$ cat config.mk
export PLATFORM = sky130hd
export DESIGN_NAME = tst_thresholds
export DESIGN_NICKNAME = d
export VERILOG_FILES = /design/src/tst_scale.v /design/src/tst_thresholds.v
export VERILOG_INCLUDE_DIRS = /design/src
export SDC_FILE = /design/constraint.sdc
export NUM_CORES = 1
export LEC_CHECK = 0
export BUFFER_PORTS_ARGS = -buffer_cell sky130_fd_sc_hd__buf_2
export CORE_AREA = 3 3 96 167
export DETAILED_ROUTE_END_ITERATION = 10
export DIE_AREA = 0 0 99 170
export HOLD_SLACK_MARGIN = 0.05
export PLACE_DENSITY = 0.82
export SKIP_LAST_GASP = 1
export SLEW_MARGIN = 40
export SYNTH_ARGS = -nofsm -noshare
export SYNTH_HDL_FRONTEND = slang
export SYNTH_SLANG_ARGS = --single-unit
$ cat constraint.sdc
create_clock -name aclk -period 6.5 [get_ports aclk]
set_input_delay 1.3 -clock aclk [delete_from_list [all_inputs] [get_ports aclk]]
set_output_delay 1.3 -clock aclk [all_outputs]
set_load 0.02 [all_outputs]
$ cat src/tst_defs.vh
// Purpose: Constants for the touch secondary threshold block.
// Assumes: Register indices are word indices; byte address is index * 4.
// Notes:   Included by tst_scale.v and tst_thresholds.v.
`ifndef TST_DEFS_VH
`define TST_DEFS_VH

// Register word indices
`define TST_IDX_NOISE1 8'h38
`define TST_IDX_NOISE2 8'h39
`define TST_IDX_LID1 8'h3A
`define TST_IDX_LID2 8'h3B
`define TST_IDX_LID3 8'h3C
`define TST_IDX_LID4 8'h3D
`define TST_IDX_LIDSTAT 8'h40
`define TST_IDX_TOUCHSTAT 8'h41

// Reset values
`define TST_RST_NOISE 8'h55
`define TST_RST_LID 8'hAA
`define TST_RST_LID4 8'h0A

// Field layout
`define TST_CODE_W 2
`define TST_LID4_MASK 8'h0F
`define TST_GRP_NOISE_POS 14
`define TST_NUM_SENS 4'hE
`define TST_GRP_FIRST 4'h7
`define TST_NUM_SENS_W 14

// Ratio code to right shift: shift = base - code
`define TST_SHIFT_BASE 3'h4

// AXI responses
`define TST_RESP_OKAY 2'h0
`define TST_RESP_SLVERR 2'h2

`endif

$ cat src/tst_scale.v
// Purpose: Scale a touch threshold by a ratio code and compare a delta.
// Assumes: Code 0..3 selects 6.25, 12.5, 25 or 50 percent.
// Notes:   Purely combinational; truncates the scaled value.
`timescale 1ns/100ps
`include "tst_defs.vh"

module tst_scale #(
   parameter THR_W = 7,
   parameter DELTA_W = 8
) (
   input wire [THR_W-1:0] thr,
   input wire [`TST_CODE_W-1:0] code,
   input wire [DELTA_W-1:0] delta,
   output wire [THR_W-1:0] scaled,
   output wire above
);

   // Shift of 4, 3, 2 or 1 for codes 0..3
   wire [2:0] shift;
   // Zero extended scaled level, so the compare never drops bits
   wire [DELTA_W:0] scaled_ext;

   assign shift = `TST_SHIFT_BASE - {1'b0, code};
   assign scaled = thr >> shift;
   assign scaled_ext = {{(DELTA_W + 1 - THR_W){1'b0}}, scaled};
   // Strictly greater: a delta equal to the level is not above it
   assign above = {1'b0, delta} > scaled_ext;

endmodule

$ cat src/tst_thresholds.v
// Purpose: Secondary noise and lid thresholds for a touch controller.
// Assumes: AXI4-Lite register access; samples arrive on aclk.
// Notes:   Touch thresholds come in as ports; averaging lives elsewhere.
//
// Decided for this implementation: the AXI4-Lite slave port.
`timescale 1ns/100ps
`include "tst_defs.vh"

module tst_thresholds #(
   parameter ADDR_W = 12,
   parameter THR_W = 7,
   parameter DELTA_W = 8
) (
   input wire aclk,
   input wire aresetn,
   // AXI4-Lite write address
   input wire [ADDR_W-1:0] s_axi_awaddr,
   input wire s_axi_awvalid,
   output reg s_axi_awready,
   // AXI4-Lite write data
   input wire [31:0] s_axi_wdata,
   input wire [3:0] s_axi_wstrb,
   input wire s_axi_wvalid,
   output reg s_axi_wready,
   // AXI4-Lite write response
   output reg [1:0] s_axi_bresp,
   output reg s_axi_bvalid,
   input wire s_axi_bready,
   // AXI4-Lite read address
   input wire [ADDR_W-1:0] s_axi_araddr,
   input wire s_axi_arvalid,
   output reg s_axi_arready,
   // AXI4-Lite read data
   output reg [31:0] s_axi_rdata,
   output reg [1:0] s_axi_rresp,
   output reg s_axi_rvalid,
   input wire s_axi_rready,
   // Touch thresholds: sensors 1..7 then the group, THR_W bits each
   input wire [8*THR_W-1:0] touch_thr,
   // One measured sample
   input wire sample_valid,
   input wire [3:0] sample_sensor,
   input wire [DELTA_W-1:0] sample_delta,
   // Per sample results: one-cycle pulses, and the sensor index registered every cycle
   output reg result_valid_r,
   output reg [3:0] result_sensor_r,
   output reg result_touch_r,
   output reg result_noise_r,
   output reg result_recal_ok_r,
   // Per sensor status levels
   output reg [`TST_NUM_SENS_W-1:0] touch_status_r,
   output reg [`TST_NUM_SENS_W-1:0] lid_status_r
);

   // Register selectors, one-hot
   localparam [7:0] SEL_NONE = 8'h00;
   localparam [7:0] SEL_NOISE1 = 8'h01;
   localparam [7:0] SEL_NOISE2 = 8'h02;
   localparam [7:0] SEL_LID1 = 8'h04;
   localparam [7:0] SEL_LID2 = 8'h08;
   localparam [7:0] SEL_LID3 = 8'h10;
   localparam [7:0] SEL_LID4 = 8'h20;
   localparam [7:0] SEL_LIDSTAT = 8'h40;
   localparam [7:0] SEL_TOUCHSTAT = 8'h80;

   // Ratio registers
   reg [7:0] noise1_r; // Sensors 4..1 noise codes
   reg [7:0] noise2_r; // Group code and sensors 7..5
   reg [7:0] lid1_r; // Sensors 4..1 lid codes
   reg [7:0] lid2_r; // Sensors 8..5 lid codes
   reg [7:0] lid3_r; // Sensors 12..9 lid codes
   reg [7:0] lid4_r; // Sensors 14..13, upper nibble unused

   // Write channel holding state
   reg aw_held_r; // Address taken, waiting for data or commit
   reg w_held_r; // Data taken, waiting for address or commit
   reg [ADDR_W-1:0] awaddr_r; // Captured write address
   reg [31:0] wdata_r; // Captured write data
   reg [3:0] wstrb_r; // Captured byte strobes

   // Address to selector; shared by read and write paths
   function [7:0] sel_of;
      input [ADDR_W-1:0] a;
      begin
         sel_of = SEL_NONE;
         // Anything above the decoded window is unmapped
         if (a[ADDR_W-1:10] == {(ADDR_W-10){1'b0}}) begin
            case (a[9:2])
               `TST_IDX_NOISE1: sel_of = SEL_NOISE1;
               `TST_IDX_NOISE2: sel_of = SEL_NOISE2;
               `TST_IDX_LID1: sel_of = SEL_LID1;
               `TST_IDX_LID2: sel_of = SEL_LID2;
               `TST_IDX_LID3: sel_of = SEL_LID3;
               `TST_IDX_LID4: sel_of = SEL_LID4;
               `TST_IDX_LIDSTAT: sel_of = SEL_LIDSTAT;
               `TST_IDX_TOUCHSTAT: sel_of = SEL_TOUCHSTAT;
               default: sel_of = SEL_NONE;
            endcase
         end
      end
   endfunction

   // Handshakes on the request channels
   wire aw_hs;
   wire w_hs;
   wire ar_hs;
   // Commit happens once both halves are held and no response is pending
   wire do_write;
   wire [7:0] wsel;
   wire [7:0] rsel;
   wire wr_lo; // Low byte lane enabled
   wire wr_hi; // Second byte lane enabled

   assign aw_hs = s_axi_awvalid & s_axi_awready;
   assign w_hs = s_axi_wvalid & s_axi_wready;
   assign ar_hs = s_axi_arvalid & s_axi_arready;
   assign do_write = aw_held_r & w_held_r & ~s_axi_bvalid;
   assign wsel = sel_of(awaddr_r);
   assign rsel = sel_of(s_axi_araddr);
   assign wr_lo = do_write & wstrb_r[0];
   assign wr_hi = do_write & wstrb_r[1];

   // Flattened code vectors, two bits per sensor
   wire [15:0] noise_codes;
   wire [27:0] lid_codes;
   assign noise_codes = {noise2_r, noise1_r};
   assign lid_codes = {lid4_r[3:0], lid3_r,
                       lid2_r, lid1_r};

   // Sample decode
   wire samp_ok; // Sensor index in range
   wire samp_grp; // Sensor belongs to the group
   reg [THR_W-1:0] samp_thr;
   reg [1:0] samp_ncode;
   reg [1:0] samp_lcode;
   wire samp_touch;
   wire noise_above;
   wire lid_above;

   assign samp_ok = sample_valid & (sample_sensor < `TST_NUM_SENS);
   assign samp_grp = sample_sensor >= `TST_GRP_FIRST;

   // Pick threshold and codes for the sampled sensor
   always @* begin
      if (samp_grp) begin
         // Grouped sensors share one threshold and one noise code
         samp_thr = touch_thr[7*THR_W +: THR_W];
         samp_ncode = noise_codes[`TST_GRP_NOISE_POS +: 2];
      end else begin
         samp_thr = touch_thr[sample_sensor[2:0]*THR_W +: THR_W];
         samp_ncode = noise_codes[{sample_sensor[2:0], 1'b0} +: 2];
      end
      // Out of range index reads sensor 1; result is dropped anyway
      if (samp_ok) begin
         samp_lcode = lid_codes[{sample_sensor, 1'b0} +: 2];
      end else begin
         samp_lcode = lid_codes[1:0];
      end
   end

   // Touch decision against the full threshold
   assign samp_touch = {1'b0, sample_delta} >
                       {{(DELTA_W + 1 - THR_W){1'b0}}, samp_thr};

   // Noise level comparator
   tst_scale #(
      .THR_W(THR_W),
      .DELTA_W(DELTA_W)
   ) u_noise (
      .thr(samp_thr),
      .code(samp_ncode),
      .delta(sample_delta),
      .scaled(),
      .above(noise_above)
   );

   // Lid level comparator
   tst_scale #(
      .THR_W(THR_W),
      .DELTA_W(DELTA_W)
   ) u_lid (
      .thr(samp_thr),
      .code(samp_lcode),
      .delta(sample_delta),
      .scaled(),
      .above(lid_above)
   );

   // Lid status next value: hardware set beats software clear
   wire [`TST_NUM_SENS_W-1:0] lid_set;
   wire [`TST_NUM_SENS_W-1:0] lid_clr;
   wire [`TST_NUM_SENS_W-1:0] lid_status_nxt;
   wire [`TST_NUM_SENS_W-1:0] touch_status_nxt;
   wire [`TST_NUM_SENS_W-1:0] samp_onehot;
   wire lidstat_wr;

   genvar gi;
   generate
      for (gi = 0; gi < `TST_NUM_SENS_W; gi = gi + 1) begin : g_sens
         assign samp_onehot[gi] = samp_ok & (sample_sensor == gi);
         assign lid_set[gi] = samp_onehot[gi] & lid_above;
         // Low byte lane clears sensors 1..8, next lane 9..14
         if (gi < 8) begin : g_lo
            assign lid_clr[gi] = lidstat_wr & wr_lo & wdata_r[gi];
         end else begin : g_hi
            assign lid_clr[gi] = lidstat_wr & wr_hi & wdata_r[gi];
         end
         // Touch status follows the latest sample of each sensor
         assign touch_status_nxt[gi] = samp_onehot[gi] ? samp_touch :
                                       touch_status_r[gi];
      end
   endgenerate

   assign lidstat_wr = (wsel == SEL_LIDSTAT);
   assign lid_status_nxt = (lid_status_r & ~lid_clr) | lid_set;

   // Per sample result pulses
   always @(posedge aclk) begin
      if (!aresetn) begin
         result_valid_r <= 1'b0;
         result_sensor_r <= 4'h0;
         result_touch_r <= 1'b0;
         result_noise_r <= 1'b0;
         result_recal_ok_r <= 1'b0;
         touch_status_r <= {`TST_NUM_SENS_W{1'b0}};
         lid_status_r <= {`TST_NUM_SENS_W{1'b0}};
      end else begin
         result_valid_r <= samp_ok;
         result_sensor_r <= sample_sensor;
         result_touch_r <= samp_ok & samp_touch;
         // Noise band: above noise level, at or below touch threshold
         result_noise_r <= samp_ok & noise_above & ~samp_touch;
         // Noise spikes never feed the averaging
         result_recal_ok_r <= samp_ok & ~(noise_above & ~samp_touch);
         touch_status_r <= touch_status_nxt;
         lid_status_r <= lid_status_nxt;
      end
   end

   // Ratio registers; a write needs the low byte lane
   always @(posedge aclk) begin
      if (!aresetn) begin
         noise1_r <= `TST_RST_NOISE;
         noise2_r <= `TST_RST_NOISE;
         lid1_r <= `TST_RST_LID;
         lid2_r <= `TST_RST_LID;
         lid3_r <= `TST_RST_LID;
         lid4_r <= `TST_RST_LID4;
      end else if (wr_lo) begin
         case (wsel)
            SEL_NOISE1: noise1_r <= wdata_r[7:0];
            SEL_NOISE2: noise2_r <= wdata_r[7:0];
            SEL_LID1: lid1_r <= wdata_r[7:0];
            SEL_LID2: lid2_r <= wdata_r[7:0];
            SEL_LID3: lid3_r <= wdata_r[7:0];
            // Unused upper nibble stays zero
            SEL_LID4: lid4_r <= wdata_r[7:0] & `TST_LID4_MASK;
            default: lid4_r <= lid4_r;
         endcase
      end
   end

   // Write channels: take address and data in either order
   always @(posedge aclk) begin
      if (!aresetn) begin
         aw_held_r <= 1'b0;
         w_held_r <= 1'b0;
         awaddr_r <= {ADDR_W{1'b0}};
         wdata_r <= 32'h00000000;
         wstrb_r <= 4'h0;
         s_axi_awready <= 1'b1;
         s_axi_wready <= 1'b1;
         s_axi_bvalid <= 1'b0;
         s_axi_bresp <= `TST_RESP_OKAY;
      end else begin
         // Address half
         if (aw_hs) begin
            aw_held_r <= 1'b1;
            awaddr_r <= s_axi_awaddr;
            s_axi_awready <= 1'b0;
         end else if (do_write) begin
            aw_held_r <= 1'b0;
            s_axi_awready <= 1'b1;
         end
         // Data half
         if (w_hs) begin
            w_held_r <= 1'b1;
            wdata_r <= s_axi_wdata;
            wstrb_r <= s_axi_wstrb;
            s_axi_wready <= 1'b0;
         end else if (do_write) begin
            w_held_r <= 1'b0;
            s_axi_wready <= 1'b1;
         end
         // Response one cycle after commit
         if (do_write) begin
            s_axi_bvalid <= 1'b1;
            // Read-only and unmapped words answer with an error
            if ((wsel == SEL_NONE) || (wsel == SEL_TOUCHSTAT)) begin
               s_axi_bresp <= `TST_RESP_SLVERR;
            end else begin
               s_axi_bresp <= `TST_RESP_OKAY;
            end
         end else if (s_axi_bvalid & s_axi_bready) begin
            s_axi_bvalid <= 1'b0;
         end
      end
   end

   // Read data for the selected word; unused bits read zero
   reg [31:0] rd_word;
   always @* begin
      rd_word = 32'h00000000;
      case (rsel)
         SEL_NOISE1: rd_word[7:0] = noise1_r;
         SEL_NOISE2: rd_word[7:0] = noise2_r;
         SEL_LID1: rd_word[7:0] = lid1_r;
         SEL_LID2: rd_word[7:0] = lid2_r;
         SEL_LID3: rd_word[7:0] = lid3_r;
         SEL_LID4: rd_word[7:0] = lid4_r;
         SEL_LIDSTAT: rd_word[13:0] = lid_status_r;
         SEL_TOUCHSTAT: rd_word[13:0] = touch_status_r;
         default: rd_word = 32'h00000000;
      endcase
   end

   // Read channel: one outstanding read, answered next cycle
   always @(posedge aclk) begin
      if (!aresetn) begin
         s_axi_arready <= 1'b1;
         s_axi_rvalid <= 1'b0;
         s_axi_rdata <= 32'h00000000;
         s_axi_rresp <= `TST_RESP_OKAY;
      end else begin
         if (ar_hs) begin
            s_axi_arready <= 1'b0;
            s_axi_rvalid <= 1'b1;
            s_axi_rdata <= rd_word;
            if (rsel == SEL_NONE) begin
               s_axi_rresp <= `TST_RESP_SLVERR;
            end else begin
               s_axi_rresp <= `TST_RESP_OKAY;
            end
         end else if (s_axi_rvalid & s_axi_rready) begin
            // Accept a new read only after this one is gone
            s_axi_rvalid <= 1'b0;
            s_axi_arready <= 1'b1;
         end
      end
   end

endmodule

---- Yosys cells after proc, flatten, opt, wreduce, memory -nomap -nowiden ----
Cells that the tools add are included.
cells by class
  add/subtract/negate cells ............... 2
  multiply operators ...................... 1
  order comparisons ....................... 5
  equality and inequality tests ........... 45
  shifts and indexed selects .............. 5
  muxes and demuxes ....................... 23
  bitwise gates (word level) .............. 65
  reductions and logical operators ........ 16
operators with widths
  operator            number
  $pmux 8 s8          3
  $eq 8x6->1 const B  14
  $and 1x1->1         59
  $shiftx 56x7->7     1
  $eq 8x7->1 const B  6
  $shiftx 28x6->2     1
  $eq 4x4->1 const B  6
  $gt 8x7->1          3
  $eq 4x3->1 const B  4
  $eq 8x1->1 const B  2
  $eq 8x2->1 const B  2
  $eq 8x3->1 const B  2
  $eq 8x4->1 const B  2
  $eq 8x5->1 const B  2
  $eq 8x8->1 const B  2
  $logic_not 8->1     2
  $mux 8              2
  $shiftx 16x5->2     1
  $and 14x14->14      1
  $not 14->14         1
  $or 14x14->14       1
  $shr 7x3->7         2
  $mux 1              12
  $pmux 6 s2          1
  other kinds (14)    30
word-level totals
  register bits after elaboration ......... 133
  output and inout bits ................... 77

---- Longest topological paths before layout ----
  word-level depth ........................ 9
  gate-level depth with buffers ........... 21
  depth with buffers taken out ............ 17

---- Hierarchy ----
Synthesis repeated with hierarchy kept, for this count alone.
second synthesis, totals
  cell total of the unflattened synthesis .. 871
  area, all modules ....................... 7468.4 um^2
by module, submodules not included
  module          instances  cells each  area each (um^2)  seq. area each (um^2)
  tst_thresholds  1          765         6642.6            2582.5
  tst_scale       2          53          412.9             0.0

---- Least setup slack after synthesis ----
OpenSTA, ideal clock, no wires.
  path type ............................... input -> register
  start point ............................. in sample_sensor[0]
  end point ............................... reg lid_status_r[1]
  setup time .............................. 0.071 ns
  data arrival time ....................... 5.011 ns
  data required time ...................... 6.429 ns
  slack ................................... 1.418 ns
  stages on the path ...................... 20
  path buffers ............................ 5
  cells stage by stage .................... buf_6 buf_6 buf_4 buf_2 mux4_2 a21oi_1 o311ai_0 o21ai_0 ha_1 buf_1 nor2b_1 a21boi_0 o21ba_1 ha_1 and4_1 nand4_1 o211ai_1 a21oi_1 o211ai_1 o21bai_1
on the way
  word-level cells in the longest chain between the ends .. 8
RTL lines
  element                                                             RTL line              text
  start: declaration                                                  tst_thresholds.v:42   input wire [3:0] sample_sensor,
  parallel branches: the longest is 6 deep, another holds $gt 8x7->1  n/a
  $and 1x1->1 (*)                                                     tst_thresholds.v:201  assign lid_set[gi] = samp_onehot[gi] & lid_above;
  $or 14x14->14 (*)                                                   tst_thresholds.v:215  assign lid_status_nxt = (lid_status_r & ~lid_clr) | lid_set;
  end signal: assignment                                              tst_thresholds.v:226  lid_status_r <= {`TST_NUM_SENS_W{1'b0}};
  end signal: assignment                                              tst_thresholds.v:236  lid_status_r <= lid_status_nxt;
  end: declaration                                                    tst_thresholds.v:52   output reg [`TST_NUM_SENS_W-1:0] lid_status_r
Every way passes the cells marked *.
A chain may end at the register's enable or synchronous reset.

---- Worst setup path in the final report ----
  start point ............................. in sample_sensor[0]
  end point ............................... reg lid_status_r[8]
The elaborated chain is that of the path after synthesis.

==> summary.txt <==
Logic synthesis
  – Synth Instances: ~840
  – Ys async rst share: 0%
  – EDFF count, synth: 0
  – Yosys reg bits: 129
  – Avg Cell Area, Syn: 8.74 sq um
  – Area contributors post-synth: dfxtp_1, mux2i_1, nand2_1
  – Sequential element share of the synthesized area: 35.0%
  – Synth warn: 0
  – Synth cell types: 76
  – Share of the synthesized area in the top cell type: 35.0%
  – Synth area leader: dfxtp_1
  – Most used DFF post-synth: dfxtp_1
  – Post-Syn Area: 7370 sq um

Status
  – Status: complete, no violations

Detailed routing
  – Drt first pass iters: 7
  – DRT iter0 DRCs: 526
  – Remaining DRCs: 0
  – Final WL: between 20 and 25 mm
  – WL/cell: 19.5 um
  – Post-route ant nets: 0
  – Routed via count: 7116
  – Via-to-Cell Ratio: 6.03

Clocking
  – CTS clk-pin slew, worst paths: 0.05 ns
  – Setup Fix Bufs, Post-CTS: 0
  – CTS root buffer: clkbuf_16
  – Clk sinks: 129
  – Worst-Skew Late Latency: 0.42 ns
  – Num CTS Buffers: 17
  – CTS tree: done
  – Hold Buf Count CTS: 0
  – Max Root-Sink Buffers: 2
  – H-tree depth: 4
  – Resized Gates After CTS: 0

Placed design
  – Post-Place Cells: 1147
  – Routability cong.: between 0.9 and 1
  – Cell area after placement: 8210 sq um
  – DP HPWL: 16.8 mm
  – I/O Buffers: 168

Flow run
  – Total of max-cap violations: 0

Setup path
  – Critical Path End Type: register
  – Signal arrival time at the worst endpoint: about 5.5 ns
  – Setup crit start kind: input pin
  – Crit path max fanout: 21
  – WS Path Type: input pin to register
  – CP required: 6.78 ns

Cells and area
  – Fin cells: 1180
  – Final core utilization: ~60%
  – Share of cells above drive strength 1: between 20% and 30%
  – Final Cell Area: 8840 sq um
  – Layout Nets: 1142
  – Fill cell count: 1294
  – Most common cell after layout, fill and taps aside: buf_2
  – Most frequent cells in the layout: buf_2, dfxtp_1, nand2_1
  – Area Overhead vs Synth: 19.9%

Timing
  – Setup total negative slack: 0 ns
  – Period Utilization, post-route: 80.0%
  – Slew headroom: 40.6%
  – Worst Tran Pin Value: roughly 0.89 ns
  – Setup-failing EPs final: 0
  – Minimum clock period: 5.20 ns
  – Slew Viols, Final: 0
  – Fmax: 192 MHz
  – RSZ-0062 raised after global routing: false
  – WHS: ~0.45 ns
  – Fin. Hold Viols: 0
  – Fin Clk Skew: about 0.0094 ns

Global route
  – GRT Overall Usage: 26.9%
  – Vias in the first global route: 7058
  – First-pass GRT wire length: 35.8 mm
  – Pin count of the biggest net entering global routing: 81
  – Grt total ovfl: 0
  – Antenna violations before repair: 1

Power and ir drop
  – Leakage: 0.00386 uW
  – PwrDens: ~250 nW/um^2
  – Max VDD drop: 0.000220 V

Floorplanning
  – Starting Density: 49.7%
  – Die width: 99 um
  – Core outline area: 14800 sq um
  – Overall die height: around 170 um
  – Cell row count: 59
  – Die area: around 17000 sq um
  – Io pins: 213

Worst hold path
  – Worst min path class: register to register
==> report_power, final <==
part | leakage, uW | internal, uW | switching [uW] | total, uW
sequential | 0.00105 | 812 | 23.3 | 835
clock | 0.000296 | 660 | 341 | 1000
combinational | 0.00251 | 134 | 201 | 335
==> sequential cells by signal (all words and copies together) (netlist names), 2 cells and up <==
| signal | count |
|---|---|
| wdata_r | 14 |
| awaddr_r | 10 |
| noise2_r | 8 |
| s_axi_rdata | 14 |
| lid_status_r | 14 |
| lid3_r | 8 |
| lid4_r | 4 |
| noise1_r | 8 |
| result_sensor_r | 4 |
| touch_status_r | 14 |
| lid2_r | 8 |
| wstrb_r | 2 |
| lid1_r | 8 |
==> stage by stage <==
stage          setup WS [ns]  total power (uW)
2_1_floorplan           1.42              1080
3_3_place_gp           0.978              1170
3_5_place_dp           0.927              1180
4_1_cts                 1.34              2180
5_1_grt                 1.07              2250
6_report                1.30              2170
==> layer usage <==
layer  share of wire, %  GRT usage (%)
met5                  0              0
met1                 35           28.2
met4                5.5           16.2
met2                 52           48.6
met3                7.5           5.41
==> kinds of logic after synthesis <==
family                     Yosys count  synth area share (%)
AOI/OAI and AO/OA                  221                  20.2
adders and majority gates           23                  3.90
buffers and inverters               92                  6.32
DFF                                129                  35.0
muxes                              106                  16.5
other                                1                0.0509
and+or+nand+nor                    271                  18.0
==> Yosys cell counts, types with 3 or more instances <==
master	instances
buf_1	5
clkbuf_1	37
buf_2	8
nand2_1	118
a21o_1	11
nand3_1	13
a22oi_1	16
and2_1	14
nand2b_1	11
a21oi_1	73
o221ai_1	3
a22o_1	3
buf_4	22
o21bai_1	3
a31oi_1	6
nor3b_1	3
mux2_2	22
dfxtp_1	129
nand4_1	5
o31ai_1	4
mux4_2	9
a31o_2	3
o211ai_1	23
mux2i_1	73
o22ai_1	6
o21a_1	5
nor3_1	10
nor2b_1	13
nor2_1	52
nand3b_1	7
ha_1	23
a311oi_1	14
inv_1	14
o21ai_1	10
a222oi_1	7
o21ai_0	15
==> worst paths after layout <==
path / endpoint / depth (start not counted) / slack [ns] / start
max: lid_status_r[8] / 18 / 1.30 / sample_sensor[0]
min: awaddr_r[11] / 2 / 0.45 / awaddr_r[11]
max reg2reg: lid_status_r[8] / 17 / 2.24 / lid1_r[0]
min reg2reg: awaddr_r[11] / 2 / 0.45 / awaddr_r[11]
==> layout make-up <==
type / instances / area [sq um] / area share [%]
clock buffer: 22 / 464 / 5.25
inverter: 17 / 66.3 / 0.750
clock inverter: 10 / 158 / 1.78
timing repair buffer: 177 / 908 / 10.3
antenna: 1 / 2.50 / 0.0283
tap: 183 / 229 / 2.59
sequential: 129 / 2580 / 29.2
multi-input combinational: 641 / 4430 / 50.1
==> worst max-delay path, stage by stage <==
cell and delay (ns):
buf_2 0.46, mux4_2 0.34, nor2_1 0.05, or4_4 0.58, nand2_4 0.13, inv_4 0.06, ha_1 0.45, nor2b_1 0.21
a21boi_0 0.17, o21ba_1 0.19, ha_1 0.28, nor2b_1 0.13, o21a_1 0.16, o21ai_0 0.14, a21oi_1 0.09, buf_4 0.17
o211ai_1 0.43, o21ai_1 0.14
Power figures use the tool's default switching activity.
